--- src/core/qcop_pkg.sv ---
// shared constants and types of the quadrature counter output port
package qcop_pkg;
  localparam int unsigned QCOP_POS_W = 32;
  localparam int unsigned QCOP_BYTE_W = 8;
  localparam int unsigned QCOP_ADDR_W = 5;
  localparam int unsigned QCOP_SYNC_W = 11;
  // pin levels taken as idle at reset: port enable off, mode selects at 4x
  localparam logic [QCOP_SYNC_W-1:0] QCOP_PIN_RST = 11'h220;
  // byte addresses of the register words
  localparam logic [4:0] QCOP_OFS_CTRL = 5'h00;
  localparam logic [4:0] QCOP_OFS_STATUS = 5'h04;
  localparam logic [4:0] QCOP_OFS_MASK = 5'h08;
  localparam logic [4:0] QCOP_OFS_POS1 = 5'h0c;
  localparam logic [4:0] QCOP_OFS_POS2 = 5'h10;
  localparam logic [4:0] QCOP_OFS_MODE = 5'h14;
  // control word fields
  localparam int unsigned QCOP_CTRL_CLR1 = 0;
  localparam int unsigned QCOP_CTRL_CLR2 = 1;
  localparam int unsigned QCOP_CTRL_EN = 2;
  localparam logic [31:0] QCOP_CTRL_RST = 32'h0000_0004;
  // status and mask fields
  localparam int unsigned QCOP_ST_CARRY1 = 0;
  localparam int unsigned QCOP_ST_CARRY2 = 1;
  localparam int unsigned QCOP_ST_BADMODE = 2;
  localparam int unsigned QCOP_ST_W = 3;
  localparam logic [2:0] QCOP_ST_RST = 3'h0;
  localparam logic [2:0] QCOP_MASK_RST = 3'h0;
  localparam logic [QCOP_POS_W-1:0] QCOP_POS_RST = 32'h0000_0000;
  localparam logic [QCOP_POS_W-1:0] QCOP_POS_MAX = 32'hffff_ffff;
  // byte selects: index 0 returns the most significant byte
  localparam logic [1:0] QCOP_BYTE_MSB = 2'h0;
  localparam logic [1:0] QCOP_BYTE_LSB = 2'h3;
  typedef enum logic [1:0] {
    QCOP_MODE_OFF,
    QCOP_MODE_4X,
    QCOP_MODE_2X,
    QCOP_MODE_1X
  } qcop_mode_t;
endpackage

--- src/core/qcop_axis.sv ---
// one axis: quadrature decoder, position counter, count and carry pulses
`timescale 1ns/1ps
`default_nettype none
module qcop_axis
  import qcop_pkg::*;
#(
  parameter int unsigned POS_W = 32
)
(
  input wire logic sys_clk_i,
  input wire logic rst_n_i,
  input wire logic clear_i,
  input wire logic enable_i,
  input wire qcop_pkg::qcop_mode_t mode_i,
  input wire logic chan_a_i,
  input wire logic chan_b_i,
  output logic count_pulse_o,
  output logic carry_pulse_o,
  output logic direction_o,
  output logic [POS_W-1:0] position_o
);
  logic [1:0] prev_q;
  logic step_up;
  logic step_dn;
  logic qualify;
  logic do_count;
  logic [3:0] trans;

  assign trans = {prev_q, chan_a_i, chan_b_i};
  // gray sequence 00-01-11-10 counts up, the reverse down
  assign step_up = (trans == 4'h1) || (trans == 4'h7) || (trans == 4'he) || (trans == 4'h8);
  assign step_dn = (trans == 4'h2) || (trans == 4'hb) || (trans == 4'hd) || (trans == 4'h4);

  // RULE3: mode decides which steps count
  always_comb
  begin
    case (mode_i)
      QCOP_MODE_4X: qualify = 1'b1;
      QCOP_MODE_2X: qualify = prev_q[1] ^ chan_a_i;
      QCOP_MODE_1X: qualify = (prev_q[1] ^ chan_a_i) && !chan_b_i && !prev_q[0];
      default: qualify = 1'b0;
    endcase
  end

  assign do_count = enable_i && !clear_i && qualify && (step_up || step_dn);

  always_ff @(posedge sys_clk_i)
  begin
    if (!rst_n_i)
      prev_q <= 2'h0;
    else
      prev_q <= {chan_a_i, chan_b_i};
  end

  // RULE10: pulses rise on the edge that moves the counter
  always_ff @(posedge sys_clk_i)
  begin
    if (!rst_n_i || clear_i)
    begin
      position_o <= QCOP_POS_RST;
      count_pulse_o <= 1'b0;
      carry_pulse_o <= 1'b0;
    end
    else
    begin
      count_pulse_o <= do_count;
      // RULE4: wrap in either direction gives a carry
      carry_pulse_o <= do_count && ((step_up && position_o == QCOP_POS_MAX) ||
                                    (step_dn && position_o == QCOP_POS_RST));
      if (do_count)
        position_o <= step_up ? position_o + 1'b1 : position_o - 1'b1;
    end
  end

  // RULE9: direction changes only with a counted step
  always_ff @(posedge sys_clk_i)
  begin
    if (!rst_n_i)
      direction_o <= 1'b1;
    else if (do_count)
      direction_o <= step_up;
  end

  a_count_moves_pos: assert property (@(posedge sys_clk_i) disable iff (!rst_n_i) // RULE3
    count_pulse_o |-> position_o != $past(position_o))
    else $error("count pulse without counter change");
  a_up_step_value: assert property (@(posedge sys_clk_i) disable iff (!rst_n_i) // RULE9
    count_pulse_o && direction_o |-> position_o == $past(position_o) + 1'b1)
    else $error("direction high but counter did not add one");
  a_carry_at_wrap: assert property (@(posedge sys_clk_i) disable iff (!rst_n_i) // RULE4
    carry_pulse_o |-> count_pulse_o &&
      (direction_o ? position_o == QCOP_POS_RST : position_o == QCOP_POS_MAX))
    else $error("carry pulse away from a wrap");
  a_pulse_one_cycle: assert property (@(posedge sys_clk_i) disable iff (!rst_n_i) // RULE10
    carry_pulse_o |=> !carry_pulse_o)
    else $error("carry pulse longer than one clock");
endmodule
`default_nettype wire

--- src/core/qcop_top.sv ---
// quadrature counter output port: two axes, byte read port, avalon registers
`timescale 1ns/1ps
`default_nettype none
// Notes on behaviour
// RULE1: the host fixes both count mode selects before decoding starts.
// RULE2: axis select low reads the first axis, high reads the second.
// RULE3: each axis pulses its count output on every step that the chosen mode counts.
// RULE4: each axis pulses its carry output when its counter wraps up or down.
// RULE5: an external counter should advance on the rising edge of a carry pulse.
// RULE6: the 32-bit position latch is read through the 8-bit port as four bytes.
// RULE7: the most significant byte comes first and the least significant last.
// RULE8: the test input is held low for normal operation.
// RULE9: each axis direction output is high counting up, low counting down.
// RULE10: count and carry pulses last one clock and rise with the counter update.
module qcop_top
  import qcop_pkg::*;
#(
  parameter int unsigned POS_W = 32
)
(
  input wire logic sys_clk_i,
  input wire logic rst_n_i,
  input wire logic axis1_chan_a_i,
  input wire logic axis1_chan_b_i,
  input wire logic axis2_chan_a_i,
  input wire logic axis2_chan_b_i,
  input wire logic count_mode_sel_a_i,
  input wire logic count_mode_sel_b_i,
  input wire logic axis_sel_i,
  input wire logic [1:0] byte_sel_i,
  input wire logic read_en_n_i,
  input wire logic test_i,
  output logic axis1_count_pulse_o,
  output logic axis2_count_pulse_o,
  output logic axis1_carry_pulse_o,
  output logic axis2_carry_pulse_o,
  output logic axis1_direction_o,
  output logic axis2_direction_o,
  output logic [qcop_pkg::QCOP_BYTE_W-1:0] read_port_o,
  output logic read_port_oe_o,
  input wire logic [qcop_pkg::QCOP_ADDR_W-1:0] avs_address_i,
  input wire logic avs_read_i,
  input wire logic avs_write_i,
  input wire logic [31:0] avs_writedata_i,
  input wire logic [3:0] avs_byteenable_i,
  output logic [31:0] avs_readdata_o,
  output logic avs_waitrequest_o,
  output logic irq_o
);
  import qcop_pkg::*;

  logic [QCOP_SYNC_W-1:0] pins;
  logic [QCOP_SYNC_W-1:0] sync1_q;
  logic [QCOP_SYNC_W-1:0] sync2_q;
  logic [QCOP_SYNC_W-1:0] sync3_q;
  logic [QCOP_SYNC_W-1:0] filt_q;
  logic f_a1;
  logic f_b1;
  logic f_a2;
  logic f_b2;
  logic f_msel_a;
  logic f_msel_b;
  logic f_axis_sel;
  logic [1:0] f_byte_sel;
  logic f_read_en_n;
  logic f_test;
  qcop_mode_t mode;
  logic [31:0] ctrl_q;
  logic [QCOP_ST_W-1:0] status_q;
  logic [QCOP_ST_W-1:0] status_d;
  logic [QCOP_ST_W-1:0] mask_q;
  logic ack_q;
  logic rd_hit;
  logic wr_hit;
  logic [31:0] rd_word;
  logic [POS_W-1:0] pos1;
  logic [POS_W-1:0] pos2;
  logic [POS_W-1:0] latch1_q;
  logic [POS_W-1:0] latch2_q;
  logic [POS_W-1:0] sel_latch;
  logic [QCOP_BYTE_W-1:0] sel_byte;
  logic count_en;
  logic clr1;
  logic clr2;

  assign pins = {test_i, read_en_n_i, byte_sel_i, axis_sel_i, count_mode_sel_b_i,
                 count_mode_sel_a_i, axis2_chan_b_i, axis2_chan_a_i, axis1_chan_b_i,
                 axis1_chan_a_i};

  // three stages; a level is taken only once stages two and three agree
  always_ff @(posedge sys_clk_i)
  begin
    if (!rst_n_i)
    begin
      sync1_q <= QCOP_PIN_RST;
      sync2_q <= QCOP_PIN_RST;
      sync3_q <= QCOP_PIN_RST;
    end
    else
    begin
      sync1_q <= pins;
      sync2_q <= sync1_q;
      sync3_q <= sync2_q;
    end
  end

  // idle reset levels avoid a false port enable or illegal mode after reset
  always_ff @(posedge sys_clk_i)
  begin
    if (!rst_n_i)
      filt_q <= QCOP_PIN_RST;
    else
      for (int i = 0; i < QCOP_SYNC_W; i++)
        if (sync2_q[i] == sync3_q[i])
          filt_q[i] <= sync3_q[i];
  end

  assign f_a1 = filt_q[0];
  assign f_b1 = filt_q[1];
  assign f_a2 = filt_q[2];
  assign f_b2 = filt_q[3];
  assign f_msel_a = filt_q[4];
  assign f_msel_b = filt_q[5];
  assign f_axis_sel = filt_q[6];
  assign f_byte_sel = filt_q[8:7];
  assign f_read_en_n = filt_q[9];
  assign f_test = filt_q[10];

  // select lines 00 are illegal and stop counting
  always_comb
  begin
    case ({f_msel_a, f_msel_b})
      2'b01: mode = QCOP_MODE_4X;
      2'b10: mode = QCOP_MODE_2X;
      2'b11: mode = QCOP_MODE_1X;
      default: mode = QCOP_MODE_OFF;
    endcase
  end

  // a raised test pin freezes both counters rather than running test logic
  assign count_en = ctrl_q[QCOP_CTRL_EN] && !f_test;
  assign clr1 = ctrl_q[QCOP_CTRL_CLR1];
  assign clr2 = ctrl_q[QCOP_CTRL_CLR2];

  qcop_axis #(
    .POS_W(POS_W)
  ) u_axis1 (
    .sys_clk_i(sys_clk_i),
    .rst_n_i(rst_n_i),
    .clear_i(clr1),
    .enable_i(count_en),
    .mode_i(mode),
    .chan_a_i(f_a1),
    .chan_b_i(f_b1),
    .count_pulse_o(axis1_count_pulse_o),
    .carry_pulse_o(axis1_carry_pulse_o),
    .direction_o(axis1_direction_o),
    .position_o(pos1)
  );

  qcop_axis #(
    .POS_W(POS_W)
  ) u_axis2 (
    .sys_clk_i(sys_clk_i),
    .rst_n_i(rst_n_i),
    .clear_i(clr2),
    .enable_i(count_en),
    .mode_i(mode),
    .chan_a_i(f_a2),
    .chan_b_i(f_b2),
    .count_pulse_o(axis2_count_pulse_o),
    .carry_pulse_o(axis2_carry_pulse_o),
    .direction_o(axis2_direction_o),
    .position_o(pos2)
  );

  // latch freezes while the port is enabled so four bytes form one sample
  always_ff @(posedge sys_clk_i)
  begin
    if (!rst_n_i)
    begin
      latch1_q <= QCOP_POS_RST;
      latch2_q <= QCOP_POS_RST;
    end
    else if (f_read_en_n)
    begin
      latch1_q <= pos1;
      latch2_q <= pos2;
    end
  end

  // RULE2: axis select picks the latch
  assign sel_latch = f_axis_sel ? latch2_q : latch1_q;

  // RULE7: byte index zero is the top byte
  always_comb
  begin
    case (f_byte_sel)
      QCOP_BYTE_MSB: sel_byte = sel_latch[31:24];
      2'h1: sel_byte = sel_latch[23:16];
      2'h2: sel_byte = sel_latch[15:8];
      default: sel_byte = sel_latch[7:0];
    endcase
  end

  // RULE6: registered byte port with its own drive enable
  always_ff @(posedge sys_clk_i)
  begin
    if (!rst_n_i)
    begin
      read_port_o <= 8'h00;
      read_port_oe_o <= 1'b0;
    end
    else
    begin
      read_port_o <= sel_byte;
      read_port_oe_o <= !f_read_en_n;
    end
  end

  // one wait cycle per access keeps read data registered
  assign avs_waitrequest_o = (avs_read_i || avs_write_i) && !ack_q;
  assign rd_hit = avs_read_i && !ack_q;
  // writes land only at the edge where the request is accepted
  assign wr_hit = avs_write_i && ack_q;

  always_ff @(posedge sys_clk_i)
  begin
    if (!rst_n_i)
      ack_q <= 1'b0;
    else
      ack_q <= (avs_read_i || avs_write_i) && !ack_q;
  end

  always_comb
  begin
    case (avs_address_i)
      QCOP_OFS_CTRL: rd_word = ctrl_q;
      QCOP_OFS_STATUS: rd_word = {29'h0, status_q};
      QCOP_OFS_MASK: rd_word = {29'h0, mask_q};
      QCOP_OFS_POS1: rd_word = pos1;
      QCOP_OFS_POS2: rd_word = pos2;
      QCOP_OFS_MODE: rd_word = {30'h0, mode};
      default: rd_word = 32'h0000_0000;
    endcase
  end

  always_ff @(posedge sys_clk_i)
  begin
    if (!rst_n_i)
      avs_readdata_o <= 32'h0000_0000;
    else if (rd_hit)
      avs_readdata_o <= rd_word;
  end

  // clear bits act for a single cycle, then fall back by themselves
  always_ff @(posedge sys_clk_i)
  begin
    if (!rst_n_i)
      ctrl_q <= QCOP_CTRL_RST;
    else if (wr_hit && avs_address_i == QCOP_OFS_CTRL && avs_byteenable_i[0])
      ctrl_q <= {29'h0, avs_writedata_i[2:0]};
    else
      ctrl_q <= {29'h0, ctrl_q[QCOP_CTRL_EN], 2'b00};
  end

  always_ff @(posedge sys_clk_i)
  begin
    if (!rst_n_i)
      mask_q <= QCOP_MASK_RST;
    else if (wr_hit && avs_address_i == QCOP_OFS_MASK && avs_byteenable_i[0])
      mask_q <= avs_writedata_i[2:0];
  end

  // write one clears; a new event in the same cycle still sets
  always_comb
  begin
    status_d = status_q;
    if (wr_hit && avs_address_i == QCOP_OFS_STATUS && avs_byteenable_i[0])
      status_d = status_q & ~avs_writedata_i[2:0];
    if (axis1_carry_pulse_o)
      status_d[QCOP_ST_CARRY1] = 1'b1;
    if (axis2_carry_pulse_o)
      status_d[QCOP_ST_CARRY2] = 1'b1;
    if (mode == QCOP_MODE_OFF)
      status_d[QCOP_ST_BADMODE] = 1'b1;
  end

  always_ff @(posedge sys_clk_i)
  begin
    if (!rst_n_i)
      status_q <= QCOP_ST_RST;
    else
      status_q <= status_d;
  end

  assign irq_o = |(status_q & mask_q);

  a_axis_sel_data: assert property (@(posedge sys_clk_i) disable iff (!rst_n_i) // RULE2
    $past(f_read_en_n == 1'b0 && f_byte_sel == QCOP_BYTE_LSB) |->
      read_port_o == $past(f_axis_sel ? latch2_q[7:0] : latch1_q[7:0]))
    else $error("read port shows the wrong axis");
  a_msb_first: assert property (@(posedge sys_clk_i) disable iff (!rst_n_i) // RULE7
    $past(f_byte_sel == QCOP_BYTE_MSB) |-> read_port_o == $past(sel_latch[31:24]))
    else $error("byte zero is not the top byte");
  a_latch_frozen: assert property (@(posedge sys_clk_i) disable iff (!rst_n_i) // RULE6
    !f_read_en_n && $past(!f_read_en_n) |-> $stable(latch1_q) && $stable(latch2_q))
    else $error("latch moved during a byte read");
  a_bus_answers: assert property (@(posedge sys_clk_i) disable iff (!rst_n_i)
    avs_read_i || avs_write_i |-> ##[0:1] !avs_waitrequest_o)
    else $error("bus access not answered in time");
  a_carry_sticks: assert property (@(posedge sys_clk_i) disable iff (!rst_n_i) // RULE4
    axis1_carry_pulse_o |=> status_q[QCOP_ST_CARRY1])
    else $error("carry event lost from status");
endmodule
`default_nettype wire

--- config.mk ---
export PLATFORM = sky130hd
export DESIGN_NAME = qcop_top
export DESIGN_NICKNAME = d
export VERILOG_FILES = /design/src/core/qcop_pkg.sv /design/src/core/qcop_axis.sv /design/src/core/qcop_top.sv
export SDC_FILE = /design/constraint.sdc
export NUM_CORES = 1
export LEC_CHECK = 0
export BUFFER_PORTS_ARGS = -buffer_cell sky130_fd_sc_hd__buf_2
export CAP_MARGIN = 40
export CORE_MARGIN = 8
export CORE_UTILIZATION = 45
export CTS_CLUSTER_DIAMETER = 80
export DETAILED_ROUTE_END_ITERATION = 8
export GPL_TIMING_DRIVEN = 0
export PLACE_DENSITY = 0.73
export SYNTH_ARGS = -nofsm -noshare
export SYNTH_HDL_FRONTEND = slang
export SYNTH_HIERARCHICAL = 1
export SYNTH_SLANG_ARGS = --single-unit
--- constraint.sdc ---
create_clock -name sys_clk_i -period 4.2 [get_ports sys_clk_i]
set_clock_uncertainty 0.1 [all_clocks]
set_input_delay 0 -clock sys_clk_i [delete_from_list [all_inputs] [get_ports sys_clk_i]]
set_output_delay 0 -clock sys_clk_i [all_outputs]
set_load 0.05 [all_outputs]
Word-level counts from Yosys, hierarchy flattened

Cells that the tools add are included.

Register bits: 262
Bits in latches: 0
RAM bits: 0
Memory bits (read-only): 0
Input port bits: 56
Output and inout bits: 49
Memories kept: 0

$add $sub $neg: 4
$mul: 0
Divide/modulo/power cells: 0
Magnitude comparators: 0
Equal/unequal tests: 42
Shift operators: 0
Muxes and demuxes: 12
Bitwise operators: 5
Reduce and logical (&&, ||, !) cells: 65

Operators with widths:

| kind                                                                  | number |
|---|---|
| 32-bit case mux with 6 select lines                                   | 1 |
| 32-bit two-way mux                                                    | 3 |
| 32-bit by 1-bit adder with 32-bit output, second input constant       | 2 |
| 32-bit equality test, second input constant                           | 2 |
| 32-bit logical NOT                                                    | 2 |
| 32-bit by 1-bit subtractor with 32-bit output, second input constant  | 2 |
| 4-bit equality test, second input constant                            | 8 |
| 1-bit logical AND                                                     | 26 |
| 8-bit case mux with 3 select lines                                    | 1 |
| 1-bit logical OR                                                      | 19 |
| 4-bit by 3-bit equality test with 1-bit output, second input constant | 4 |
| 1-bit equality test                                                   | 11 |
| 2-bit equality test, second input constant                            | 5 |
| 5-bit by 4-bit equality test with 1-bit output, second input constant | 2 |
| 5-bit equality test, second input constant                            | 2 |
| 1-bit logical NOT                                                     | 10 |
| 4-bit by 1-bit equality test with 1-bit output, second input constant | 2 |
| 4-bit by 2-bit equality test with 1-bit output, second input constant | 2 |
| 3-bit AND                                                             | 2 |
| 2-bit by 1-bit equality test with 1-bit output, second input constant | 3 |
| 1-bit case mux with 3 select lines                                    | 2 |
| 2-bit case mux with 3 select lines                                    | 1 |
| 2-bit nonzero test                                                    | 3 |
| 5-bit by 3-bit equality test with 1-bit output, second input constant | 1 |
| 8 further kinds                                                       | 12 |

Longest topological paths before layout

Gate-level depths: netlist of the first run.

Depth after elaboration: 7
Depth in mapped cells: 14
Mapped depth without buffers: 13

Cells and area by module

Netlist of the first run, hierarchy kept.

Modules (own cells, without submodules):

| module              | instances | cells an instance | area an instance (µm²) | seq. area each (µm²) |
|---|---|---|---|---|
| qcop_top            | 1         | 617               | 6273.5                 | 3183.1 |
| qcop_axis (u_axis2) | 1         | 413               | 3158.0                 | 740.7 |
| qcop_axis (u_axis1) | 1         | 396               | 3024.2                 | 740.7 |

Worst setup path after synthesis of the first run

No wires, ideal clock.

Kind: register to register
From: reg filt_q[1]
To: reg u_axis1.position_o[30]
Library setup time: 134 ps
Arrival time: 3482 ps
Data required time: 3966 ps
Slack: 485 ps
Cell stages (with the launch flop): 13
Period minus slack after synthesis: 3715 ps
Cells stage by stage: dfxtp_1 -> xor2_1 -> and2_1 -> inv_1 -> ha_1 -> a21o_1 -> a21o_1 -> a221o_1 -> a211o_1 -> a31oi_4 -> o31ai_1 -> a2111oi_2 -> nor4_1

Longest elaborated chain between the ends: 6

RTL lines:

| item                                                                         | line            | text |
|---|---|---|
| from (decl)                                                                  | qcop_top.sv:56  | `logic [QCOP_SYNC_W-1:0] filt_q;` |
| from (signal, indexed assignment)                                            | qcop_top.sv:115 | `filt_q[i] <= sync3_q[i];` |
| 4-bit by 1-bit equality test with 1-bit output, or another cell as far along | qcop_axis.sv:31 | `assign step_up = (trans == 4'h1) \|\| (trans == 4'h7) \|\| (trans == 4'he) \|\| (trans == 4'h8);` |
| 1-bit logical OR, or another cell as far along (3 in a row)                  | qcop_axis.sv:31 |  |
| 1-bit logical OR / 1-bit logical AND (equally long branches)                 | qcop_axis.sv:45 | `assign do_count = enable_i && !clear_i && qualify && (step_up \|\| step_dn);` |
| 1-bit logical AND                                                            | qcop_axis.sv:45 |  |
| to (signal assigned)                                                         | qcop_axis.sv:71 | `position_o <= step_up ? position_o + 1'b1 : position_o - 1'b1;` |
| to (decl)                                                                    | qcop_axis.sv:20 | `output logic [POS_W-1:0] position_o` |

Several ways; a longest one is shown, not always the timed one.
A chain may end at the register's enable or synchronous reset.

Worst setup path after layout of the first run

From: reg filt_q[1]
To: reg u_axis1.position_o[27]

Same word-level chain as after synthesis.

==> results of run 1 <==
logic make-up after synthesis:
group                      share of synthesized area (%)
AOI/OAI and AO/OA                                   20.3
adders and majority gates                           6.35
DFF                                                 37.4
xor gates and xnor gates                            3.80
and+or+nand+nor                                     20.4
buffers and inverters                               3.54
muxes                                               8.22
cell usage in the layout (no fill, tap or decap), drive strengths merged, types with 43 or more instances in the layout:
| cell | n |
|---|---|
| nand2 | 169 |
| buf | 98 |
| ha | 60 |
| a21oi | 114 |
| nor2 | 43 |
| dfxtp | 233 |
| nor2b | 78 |
| clkbuf | 92 |
| mux2i | 82 |
| o21ai | 95 |
per-layer routing:
| layer | global-route usage, % | routed length, µm | part of all wire [%] | up-vias |
|---|---|---|---|---|
| met5 | 0 | 0 | 0 | - |
| met4 | 10.3 | 1710 | 4.6 | 0 |
| met3 | 2.09 | 1900 | 5.2 | 110 |
| met2 | 37.9 | 17900 | 49 | 390 |
| met1 | 26.1 | 15200 | 41 | 5401 |
| li1 | - | - | - | 5433 |
sequential cells by signal, indices dropped and copies added, names as in the netlist, 2 cells and up:
signal              cells
sync1_q                11
latch1_q               32
sync3_q                11
latch2_q               32
u_axis1/position_o     32
mask_q                  3
u_axis2/prev_q          2
sync2_q                11
filt_q                 11
ctrl_q                  3
avs_readdata_o         32
u_axis1/prev_q          2
status_q                3
u_axis2/position_o     32
read_port_o             8
final timing paths:
| kind | from | end | slack (ns) | cells past startpoint |
|---|---|---|---|---|
| hold reg to reg | sync1_q[9]$_SDFF_PN1_ | sync2_q[9]$_SDFF_PN1_ | 0.31 | 1 |
| setup / recovery | filt_q[1]$_SDFFE_PN0N_ | u_axis1/position_o[27]$_SDFFE_PP0P_ | 0.19 | 14 |
| hold / removal | avs_byteenable_i[0] | status_q[2]$_SDFFE_PN0P_ | 0.07 | 5 |
| setup reg to reg | filt_q[1]$_SDFFE_PN0N_ | u_axis1/position_o[27]$_SDFFE_PP0P_ | 0.19 | 14 |
through the flow:
step	hold slack, ns	setup slack (ns)
global placement	0.0797	-0.125
CTS	0.0431	0.0162
finish	0.0745	0.190
global route	0.0912	0.00589
detailed placement	0.0873	0.0628
floorplan	-0.0381	0.485
repair_timing:
action                                  4_1_cts  5_1_grt
gates resized for setup                       0        2
buffers inserted                              0        3
hold buffers                                 29        0
endpoints found under the hold margin        31        0
endpoints found under the setup margin        0        3
worst min-delay path, delay by kind of cell:
kind                   cells  cell delay [ns]
AO/OA/AOI/OAI              2             0.31
buffers and inverters      1             0.09
AND/OR/NAND/NOR            2             0.29
final cells by class:
cell class / instances / area, µm²
Fill cell: 2484 / 13000
Multi-Input combinational cell: 1091 / 7350
Sequential cell: 233 / 4660
Timing Repair Buffer: 105 / 733
Clock buffer: 28 / 667
Tap cell: 378 / 473
Buffer: 86 / 380
Clock inverter: 18 / 210
Inverter: 16 / 63.8
where the power goes:
group,internal [µW],switching (µW)
logic,239,308
clock network,1400,950
registers,2240,31.7
==> flow_summary.ini, run 1 <==
[power]
power_per_cell_area_nw_per_um2 = 355
ir_worst_vdd_v = 0.000271
power.total_uw = 5160
p_leak_uw = 0.00624

[setup_path]
worst_setup_path_start_kind = flip-flop
timing.critical_path.to_type = flip-flop
crit_slowest_cell = sky130_fd_sc_hd__a2111o_1
timing.critical_path.slowest_cell_delay_ns = 0.41
critPathArrivalTime_ns = 4.35
crit_chain = xor2_1, and2_1, inv_1, buf_16, buf_8, ha_1, a211oi_1, o211ai_1, a221o_1, a2111o_1, a31oi_1, xnor2_1, nand2_1, a21oi_1
cp_data_required_time_ns = 4.54
cp_delay_by_family_top = compound AO/OA/AOI/OAI gates
critical_path_buf_inv_count = 3
critPathKind = flip-flop to flip-flop
critPathMaxFanout = 19

[sta]
report.final.hold_viol_count = 0
timing_max_transition_violations_final = 0
finalCriticalPeriod_ns = 4.01
fin_setup_tns_ns = 0
final.period_utilization_pct = 95.5
setup_viol = 0
slew_headroom_pct = 43.7
rsz_0062_raised_after_global_routing = no
tightest_slew_ns = 0.823
fmax_mhz = 249

[route]
avgRoutedWirePerCell_um = 18.8
route.detailed.drc = 0
finalWirelength_um = 36700
dr_total_vias = 11300
post_drt_via_cell_ratio = 5.80
drt_iter0_markers = 925
drt-pass1-iter-count = 7
postRouteAntennaNets = 0

[die]
die_y_um = 182
ioPinCount = 105
placementRows = 61
initial_core_util_pct = 45.2
die_area_um2 = 33300
core_area_um2 = 27600
dieWidth_um = 182

[grt]
grt_overflow_total = 0
grt_pass1_wl_um = 58700
grt_antenna_before_repair = 0
pin_count_of_the_biggest_net_entering_global_routing = 27
vias_in_the_first_global_route = 11000
globalRouteTotalUtil_pct = 21.5

[placed_design]
place_inst = 1876
place.gp.congestion = 0.891
placement.io_buffers = 70
place.detailed.hpwl_um = 26600
detailed_place.area_um2 = 13300

[finish]
finalNonFillerCells = 1955
finish.utilization_pct = 52.8
insertedDiodeCount = 0
nets = 1676
post-route-cell-area_um2 = 14500
fraction_of_final_layout_cells_sized_beyond_drive_strength_1_pct = 12.0
area_growth_pct = 16.8

[synthesis]
ys_types = 82
synth-seq-area-share_pct = 37.4
synth_area_leader_cell = sky130_fd_sc_hd__dfxtp_1
ys_warn_count = 6
synthesis.area_um2 = 12500
postSynthRegisterBits = 233
synth.cells.most_frequent = sky130_fd_sc_hd__dfxtp_1, sky130_fd_sc_hd__nand2_1, sky130_fd_sc_hd__a21oi_1, sky130_fd_sc_hd__mux2i_1, sky130_fd_sc_hd__nor2b_1
post-synth-top-area-fraction_pct = 37.4
ys_async_sr_fraction_pct = 0
count_of_flip_flops_with_a_built_in_enable_after_synthesis = 0
leading_cell_type_by_number_of_instances_after_synthesis = sky130_fd_sc_hd__dfxtp_1
synthFlopType = sky130_fd_sc_hd__dfxtp_1
synthesis.area_per_instance_um2 = 8.73
synth.net_count = 1544
synth.top_cells.by_area = sky130_fd_sc_hd__dfxtp_1, sky130_fd_sc_hd__mux2i_1, sky130_fd_sc_hd__ha_1
synth_cells = 1426

[cts]
cts_made_buffers = 25
ctsRootBufferMaster = sky130_fd_sc_hd__clkbuf_16
cts_tree = done
tritoncts_num_sinks = 233
cts-htree-levels = 1
clock_pin_slew_of_the_registers_on_the_worst_case_setup_and_hold_paths_ns = 0.06
worst_skew_pair.late_latency_ns = 0.54
cts.path.max_buffers = 3

[outcome]
status = finished clean

[worst_hold_path]
min-delay-path-class = primary input to flip-flop

[flow_run]
cap_violations = 0
(Power assumes the default switching activity.)
==> run 2: changes to the inputs <==
--- a/config.mk
+++ b/config.mk
@@ -5,6 +5,7 @@
 export SDC_FILE = /design/constraint.sdc
 export NUM_CORES = 1
 export LEC_CHECK = 0
+export ABC_AREA = 1
 export BUFFER_PORTS_ARGS = -buffer_cell sky130_fd_sc_hd__buf_2
 export CAP_MARGIN = 40
 export CORE_MARGIN = 8
@@ -12,7 +13,7 @@
 export CTS_CLUSTER_DIAMETER = 80
 export DETAILED_ROUTE_END_ITERATION = 8
 export GPL_TIMING_DRIVEN = 0
-export PLACE_DENSITY = 0.73
+export PLACE_DENSITY = 0.72
 export SYNTH_ARGS = -nofsm -noshare
 export SYNTH_HDL_FRONTEND = slang
 export SYNTH_HIERARCHICAL = 1
==> run 2 against run 1 <==
  * Maximum frequency rose by 21%
  * Sequential cell count unchanged
  * Non-clock buffer count fell by 15
  * Highest routed layer unchanged
  * Global-route usage up 1.1 points
  * Core utilization fell by 0.55 points
  * Clock power increased by 2%
==> flow_summary.ini, run 2 <==
[outcome]
status = finished clean

[synthesis]
synth-seq-area-share_pct = 32.6
synth.cells.most_frequent = sky130_fd_sc_hd__nand2_1, sky130_fd_sc_hd__inv_1, sky130_fd_sc_hd__dfxtp_1, sky130_fd_sc_hd__a21oi_1, sky130_fd_sc_hd__nor2_1
postSynthRegisterBits = 233
ys_async_sr_fraction_pct = 0
count_of_flip_flops_with_a_built_in_enable_after_synthesis = 0
synth.top_cells.by_area = sky130_fd_sc_hd__dfxtp_1, sky130_fd_sc_hd__nand2_1, sky130_fd_sc_hd__inv_1
synth_area_leader_cell = sky130_fd_sc_hd__dfxtp_1
ys_types = 39
synth_cells = 2223
leading_cell_type_by_number_of_instances_after_synthesis = sky130_fd_sc_hd__nand2_1
synthesis.area_um2 = 14300
post-synth-top-area-fraction_pct = 32.6
ys_warn_count = 6
synthesis.area_per_instance_um2 = 6.43
synth.net_count = 2341
synthFlopType = sky130_fd_sc_hd__dfxtp_1

[cts]
worst_skew_pair.late_latency_ns = 0.56
cts_made_buffers = 27
cts_resized = 0
cts.path.max_buffers = 3
cts_hold_buf = 33
ctsRootBufferMaster = sky130_fd_sc_hd__clkbuf_16
clock_pin_slew_of_the_registers_on_the_worst_case_setup_and_hold_paths_ns = 0.06
cts_tree = done
cts-htree-levels = 1
tritoncts_num_sinks = 233
post_cts_buffers = 0

[route]
postRouteAntennaNets = 0
finalWirelength_um = 44200
post_drt_via_cell_ratio = 5.16
drt-pass1-iter-count = 6
route.detailed.drc = 0
dr_total_vias = 14300
drt_iter0_markers = 1135
avgRoutedWirePerCell_um = 15.9

[grt]
grt_pass1_wl_um = 70100
pin_count_of_the_biggest_net_entering_global_routing = 36
vias_in_the_first_global_route = 13700
grt_overflow_total = 0
globalRouteTotalUtil_pct = 22.7
grt_antenna_before_repair = 0

[setup_path]
critPathArrivalTime_ns = 3.64
crit_chain = xnor2_1, nand2_2, ha_1, nand2_1, nor2_1, and2_1, nand2_1, nand2_1, nand2_1, nand3_1, nand3_1, nand2_1, inv_1
critical_path_buf_inv_count = 1
critPathMaxFanout = 35
cp_data_required_time_ns = 4.54
cp_delay_by_family_top = simple AND/OR/NAND/NOR gates
crit_slowest_cell = sky130_fd_sc_hd__ha_1
worst_setup_path_start_kind = flip-flop
timing.reg2reg.setup_slack_ns = 0.89
critPathKind = flip-flop to flip-flop
timing.critical_path.to_type = flip-flop
timing.critical_path.slowest_cell_delay_ns = 0.60
worst_path_most_repeated_cell = sky130_fd_sc_hd__nand2_1

[sta]
timing_max_transition_violations_final = 0
fmax_mhz = 303
setup_viol = 0
finalCriticalPeriod_ns = 3.31
fin_setup_tns_ns = 0
final.period_utilization_pct = 78.7
report.final.hold_viol_count = 0
slack_of_the_critical_path_ns = 0.895
slew_headroom_pct = 46.1
rsz_0062_raised_after_global_routing = no
tightest_slew_ns = 0.806

[power]
power.total_uw = 5310
total_switching_power_uw = 1410
internal-power_uw = 3910
netSwitchingFraction_pct = 26.5
p_seq_share_pct = 42.6
p_leak_uw = 0.00822
power_per_cell_area_nw_per_um2 = 324
ir_worst_vdd_v = 0.000314
p_clk_share_pct = 45.1
comb_power_share_pct = 12.3

[placed_design]
place.gp.congestion = 0.990
placement.io_buffers = 72
place.detailed.hpwl_um = 35000
placement.setup.worst_slack_ns = 0.983

[die]
placementRows = 65
ioPinCount = 105
die_y_um = 194
dieWidth_um = 194
initial_core_util_pct = 45.5
core_area_um2 = 31400
die_area_um2 = 37700

[finish]
fraction_of_final_layout_cells_sized_beyond_drive_strength_1_pct = 8.71
insertedDiodeCount = 0
nets = 2475
leading_cell_types_in_the_layout_fill_and_taps_excluded = sky130_fd_sc_hd__nand2_1, sky130_fd_sc_hd__inv_1, sky130_fd_sc_hd__dfxtp_1, sky130_fd_sc_hd__a21oi_1, sky130_fd_sc_hd__nor2_1
mostFrequentLayoutCell = sky130_fd_sc_hd__nand2_1
area_growth_pct = 14.7

[worst_hold_path]
min-delay-path-class = primary input to flip-flop

[flow_run]
cap_violations = 0
[run 2: cell count changes after synthesis, moves of 22 or more]
| cell | change |
|---|---|
| sky130_fd_sc_hd__xnor2_1 | -22 |
| sky130_fd_sc_hd__nand2_1 | +439 |
| sky130_fd_sc_hd__a22oi_1 | -29 |
| sky130_fd_sc_hd__a21oi_1 | +90 |
| sky130_fd_sc_hd__o22ai_2 | +29 |
| sky130_fd_sc_hd__nor2_1 | +145 |
| sky130_fd_sc_hd__a21o_1 | -33 |
| sky130_fd_sc_hd__inv_1 | +398 |
| sky130_fd_sc_hd__nand3_1 | +54 |
| sky130_fd_sc_hd__nor2b_1 | -78 |
| sky130_fd_sc_hd__and2_1 | -34 |
| sky130_fd_sc_hd__mux2i_1 | -82 |
| sky130_fd_sc_hd__clkbuf_1 | -28 |
| sky130_fd_sc_hd__o21ai_0 | +64 |
[run 2: final cells by class]
cell class              instances  area, µm²
clock buffers                  38        757
plain buffers                  71        398
repair buffers                105        691
inverters                     417       1580
multi-input cells            1502       7650
flip-flops and latches        233       4660
well taps                     402        503
fillers                      3145      15000
clock inverters                11        155
[run 2: worst paths after layout]
| check | startpoint | to | depth (start not counted) |
|---|---|---|---|
| worst max-delay path | filt_q[2]$_SDFFE_PN0N_ | u_axis2/position_o[23]$_SDFFE_PP0P_ | 13 |
| worst min-delay path | avs_address_i[1] | avs_readdata_o[0]$_SDFFE_PN0P_ | 6 |
| worst max register to register | filt_q[2]$_SDFFE_PN0N_ | u_axis2/position_o[23]$_SDFFE_PP0P_ | 13 |
| worst min register to register | sync1_q[9]$_SDFF_PN1_ | sync2_q[9]$_SDFF_PN1_ | 1 |
[run 2: power groups by stage]
stage          logic, µW  registers (µW)  clock network [µW]
4_1_cts              643            2270                2410
3_5_place_dp         620            2310                   0
5_1_grt              732            2270                2500
2_1_floorplan        453            2310                   0
3_3_place_gp         611            2310                   0
6_report             652            2270                2400
[run 2: logic make-up (layout without fill, tap and decap cells)]
kind of cell,Yosys count,count (layout),synth area share (%)
simple gates,980,980,28.6
compound gates,424,424,17.2
xor+xnor,36,36,2.21
flops,233,233,32.6
fa+ha+maj,62,62,5.53
buf+inv,488,642,13.8
[run 2: stage by stage]
step	hold WS, ns	instances	area (µm²)	util [%]
3_5_place_dp	0.0906	2697	15200	48.3
4_1_cts	0.0176	2779	16400	52.2
5_1_grt	0.0624	2779	16400	52.2
6_report	0.0214	2779	16400	52.2
3_3_place_gp	0.0853	2697	15200	48.3
2_1_floorplan	-0.00237	2223	14300	-
[run 2: metal layers]
layer	part of all wire (%)	vias to the layer above	wire [µm]	global-route usage, %
met3	5.3	126	2330	2.07
met2	48	426	21100	40.2
li1	-	7266	-	-
met1	42	6516	18700	27.6
met5	0	-	0	0
met4	4.5	0	2010	9.82
[run 2: worst register-to-register path, delay by kind of cell, from the launching register on]
| kind | cells | cell delay, ns |
|---|---|---|
| flops | 1 | 0.46 |
| simple gates | 10 | 1.78 |
| buf+inv | 1 | 0.04 |
| xor+xnor | 1 | 0.20 |
| fa+ha+maj | 1 | 0.62 |
==> run 3: changes to the inputs <==
--- a/config.mk
+++ b/config.mk
@@ -13,7 +13,7 @@
 export CTS_CLUSTER_DIAMETER = 80
 export DETAILED_ROUTE_END_ITERATION = 8
 export GPL_TIMING_DRIVEN = 0
-export PLACE_DENSITY = 0.72
+export PLACE_DENSITY = 0.75
 export SYNTH_ARGS = -nofsm -noshare
 export SYNTH_HDL_FRONTEND = slang
 export SYNTH_HIERARCHICAL = 1
==> constraint.sdc (replaced) <==
create_clock -name sys_clk_i -period 2.75 [get_ports sys_clk_i]
set_clock_uncertainty 0.1 [all_clocks]
set_input_delay 0 -clock sys_clk_i [delete_from_list [all_inputs] [get_ports sys_clk_i]]
set_output_delay 0 -clock sys_clk_i [all_outputs]
set_load 0.05 [all_outputs]
==> run 3 against run 2 <==
  * Clock power grew 50%
  * Total power grew 53%
  * Cell count grew 0.32%
  * Critical path type unchanged
==> flow_summary.ini, run 3 (synthesis results as in run 2) <==
[placed_design]
place.gp.congestion = 1.03
detailed_place.area_um2 = 15200
placement.setup.worst_slack_ns = -0.560
placement.io_buffers = 72
place.detailed.hpwl_um = 35200

[power]
internal-power_uw = 5940
p_seq_share_pct = 42.7
ir_worst_vdd_v = 0.000316
netSwitchingFraction_pct = 26.7
comb_power_share_pct = 12.7
p_clk_share_pct = 44.5
power_per_cell_area_nw_per_um2 = 476
total_switching_power_uw = 2170
p_leak_uw = 0.00834

[route]
drt-pass1-iter-count = 5
finalWirelength_um = 46000
post_drt_via_cell_ratio = 5.22
avgRoutedWirePerCell_um = 16.5
route.detailed.drc = 0
dr_total_vias = 14600
drt_iter0_markers = 1328
postRouteAntennaNets = 0

[grt]
grt_antenna_before_repair = 0
globalRouteTotalUtil_pct = 23.1
grt_overflow_total = 0
grt_pass1_wl_um = 71700
vias_in_the_first_global_route = 13700
pin_count_of_the_biggest_net_entering_global_routing = 19

[die]
initial_core_util_pct = 45.5
core_area_um2 = 31400
die_area_um2 = 37700
ioPinCount = 105
placementRows = 65
die_y_um = 194
dieWidth_um = 194

[sta]
slack_of_the_critical_path_ns = 0.0986
tightest_slew_ns = 0.658
timing_max_transition_violations_final = 0
slew_headroom_pct = 56.0
fmax_mhz = 377
setup_viol = 0
report.final.hold_viol_count = 0
finalCriticalPeriod_ns = 2.65
final.period_utilization_pct = 96.4

[setup_path]
crit_slowest_cell = sky130_fd_sc_hd__dfxtp_2
timing.critical_path.to_type = flip-flop
timing.critical_path.slowest_cell_delay_ns = 0.37
critPathMaxFanout = 9
critPathArrivalTime_ns = 2.97
worst_setup_path_start_kind = flip-flop
critPathKind = flip-flop to flip-flop
crit_chain = xnor2_2, inv_2, buf_4, nand2_8, ha_2, nand2_1, nand3_1, nand2_1, nand2_1, nand2_1, nand3_1, nand2_1, nand3_1, nand2_1, inv_1
rr_startpoint = filt_q[3]$_SDFFE_PN0N_
cp_data_required_time_ns = 3.07
setup.worst_path.start = filt_q[3]$_SDFFE_PN0N_
worst_path_most_repeated_cell = sky130_fd_sc_hd__nand2_1

[finish]
mostFrequentLayoutCell = sky130_fd_sc_hd__nand2_1
nets = 2484
insertedDiodeCount = 0
post-route-cell-area_um2 = 17000
fraction_of_final_layout_cells_sized_beyond_drive_strength_1_pct = 12.1
finish.utilization_pct = 54.3
area_growth_pct = 19.2
leading_cell_types_in_the_layout_fill_and_taps_excluded = sky130_fd_sc_hd__nand2_1, sky130_fd_sc_hd__inv_1, sky130_fd_sc_hd__dfxtp_1, sky130_fd_sc_hd__a21oi_1, sky130_fd_sc_hd__nor2_1

[cts]
tritoncts_num_sinks = 233
cts_tree = done
cts.path.max_buffers = 3
clock_pin_slew_of_the_registers_on_the_worst_case_setup_and_hold_paths_ns = 0.06
cts_made_buffers = 26
cts-htree-levels = 1
worst_skew_pair.late_latency_ns = 0.54
ctsRootBufferMaster = sky130_fd_sc_hd__clkbuf_16

[outcome]
status = finished clean

[worst_hold_path]
min-delay-path-class = primary input to flip-flop
min-delay-start = axis_sel_i

[flow_run]
cap_violations = 0
run 3: cell type report:
class,count,area (µm²)
Clock inverter,13,165
Inverter,417,1580
Buffer,71,398
Sequential cell,233,4670
Clock buffer,35,734
Tap cell,402,503
Timing Repair Buffer,111,783
Multi-Input combinational cell,1506,8210
Fill cell,3024,14400
run 3: per-stage QoR:
step                hold WS, ns  TNS (ns)  power, µW  cells
detailed placement       0.0884    -14.53       4480   2697
global route              0.110   -0.0261       8420   2788
floorplan              -0.00237         0       4220   2223
CTS                      0.0679         0       8090   2779
global placement         0.0834    -11.93       4460   2697
finish                   0.0913         0       8110   2788
run 3: worst max-delay path, delay by kind of cell, from the launching register on:
| kind | cells | cell delay [ns] |
|---|---|---|
| buffers and inverters | 3 | 0.33 |
| xor gates and xnor gates | 1 | 0.22 |
| DFF | 1 | 0.37 |
| adders and majority gates | 1 | 0.34 |
| and+or+nand+nor | 10 | 1.18 |
run 3: routing by layer:
metal / share of wire (%) / GRT usage [%] / wire length [µm]
met2: 49 / 41.0 / 22400
met4: 3.7 / 8.32 / 1700
met5: 0 / 0 / 0
met1: 43 / 28.8 / 19800
met3: 4.7 / 2.00 / 2160
run 3: power groups by stage:
| stage | Combinational [µW] | Clock, µW | Sequential (µW) |
|---|---|---|---|
| 2_1_floorplan | 691 | 0 | 3530 |
| 3_3_place_gp | 932 | 0 | 3530 |
| 3_5_place_dp | 947 | 0 | 3530 |
| 4_1_cts | 988 | 3640 | 3460 |
| 5_1_grt | 1160 | 3790 | 3470 |
| 6_report | 1030 | 3610 | 3460 |
run 3: what timing repair did:
item | in CTS | in global routing
endpoints found under the hold margin | 32 | 0
hold buffers | 32 | 0
buffers inserted | 0 | 7
gates cloned | 2 | 2
pin swaps | 3 | 3
resized for setup | 25 | 60
setup endpoints to repair | 52 | 40
run 3: final timing paths:
check | endpoint | slack [ns] | depth (start not counted)
setup reg to reg | u_axis2/position_o[24]$_SDFFE_PP0P_ | 0.1 | 15
hold reg to reg | sync2_q[0]$_SDFF_PN0_ | 0.32 | 2
setup / recovery | u_axis2/position_o[24]$_SDFFE_PP0P_ | 0.1 | 15
hold / removal | sync1_q[6]$_SDFF_PN0_ | 0.09 | 4
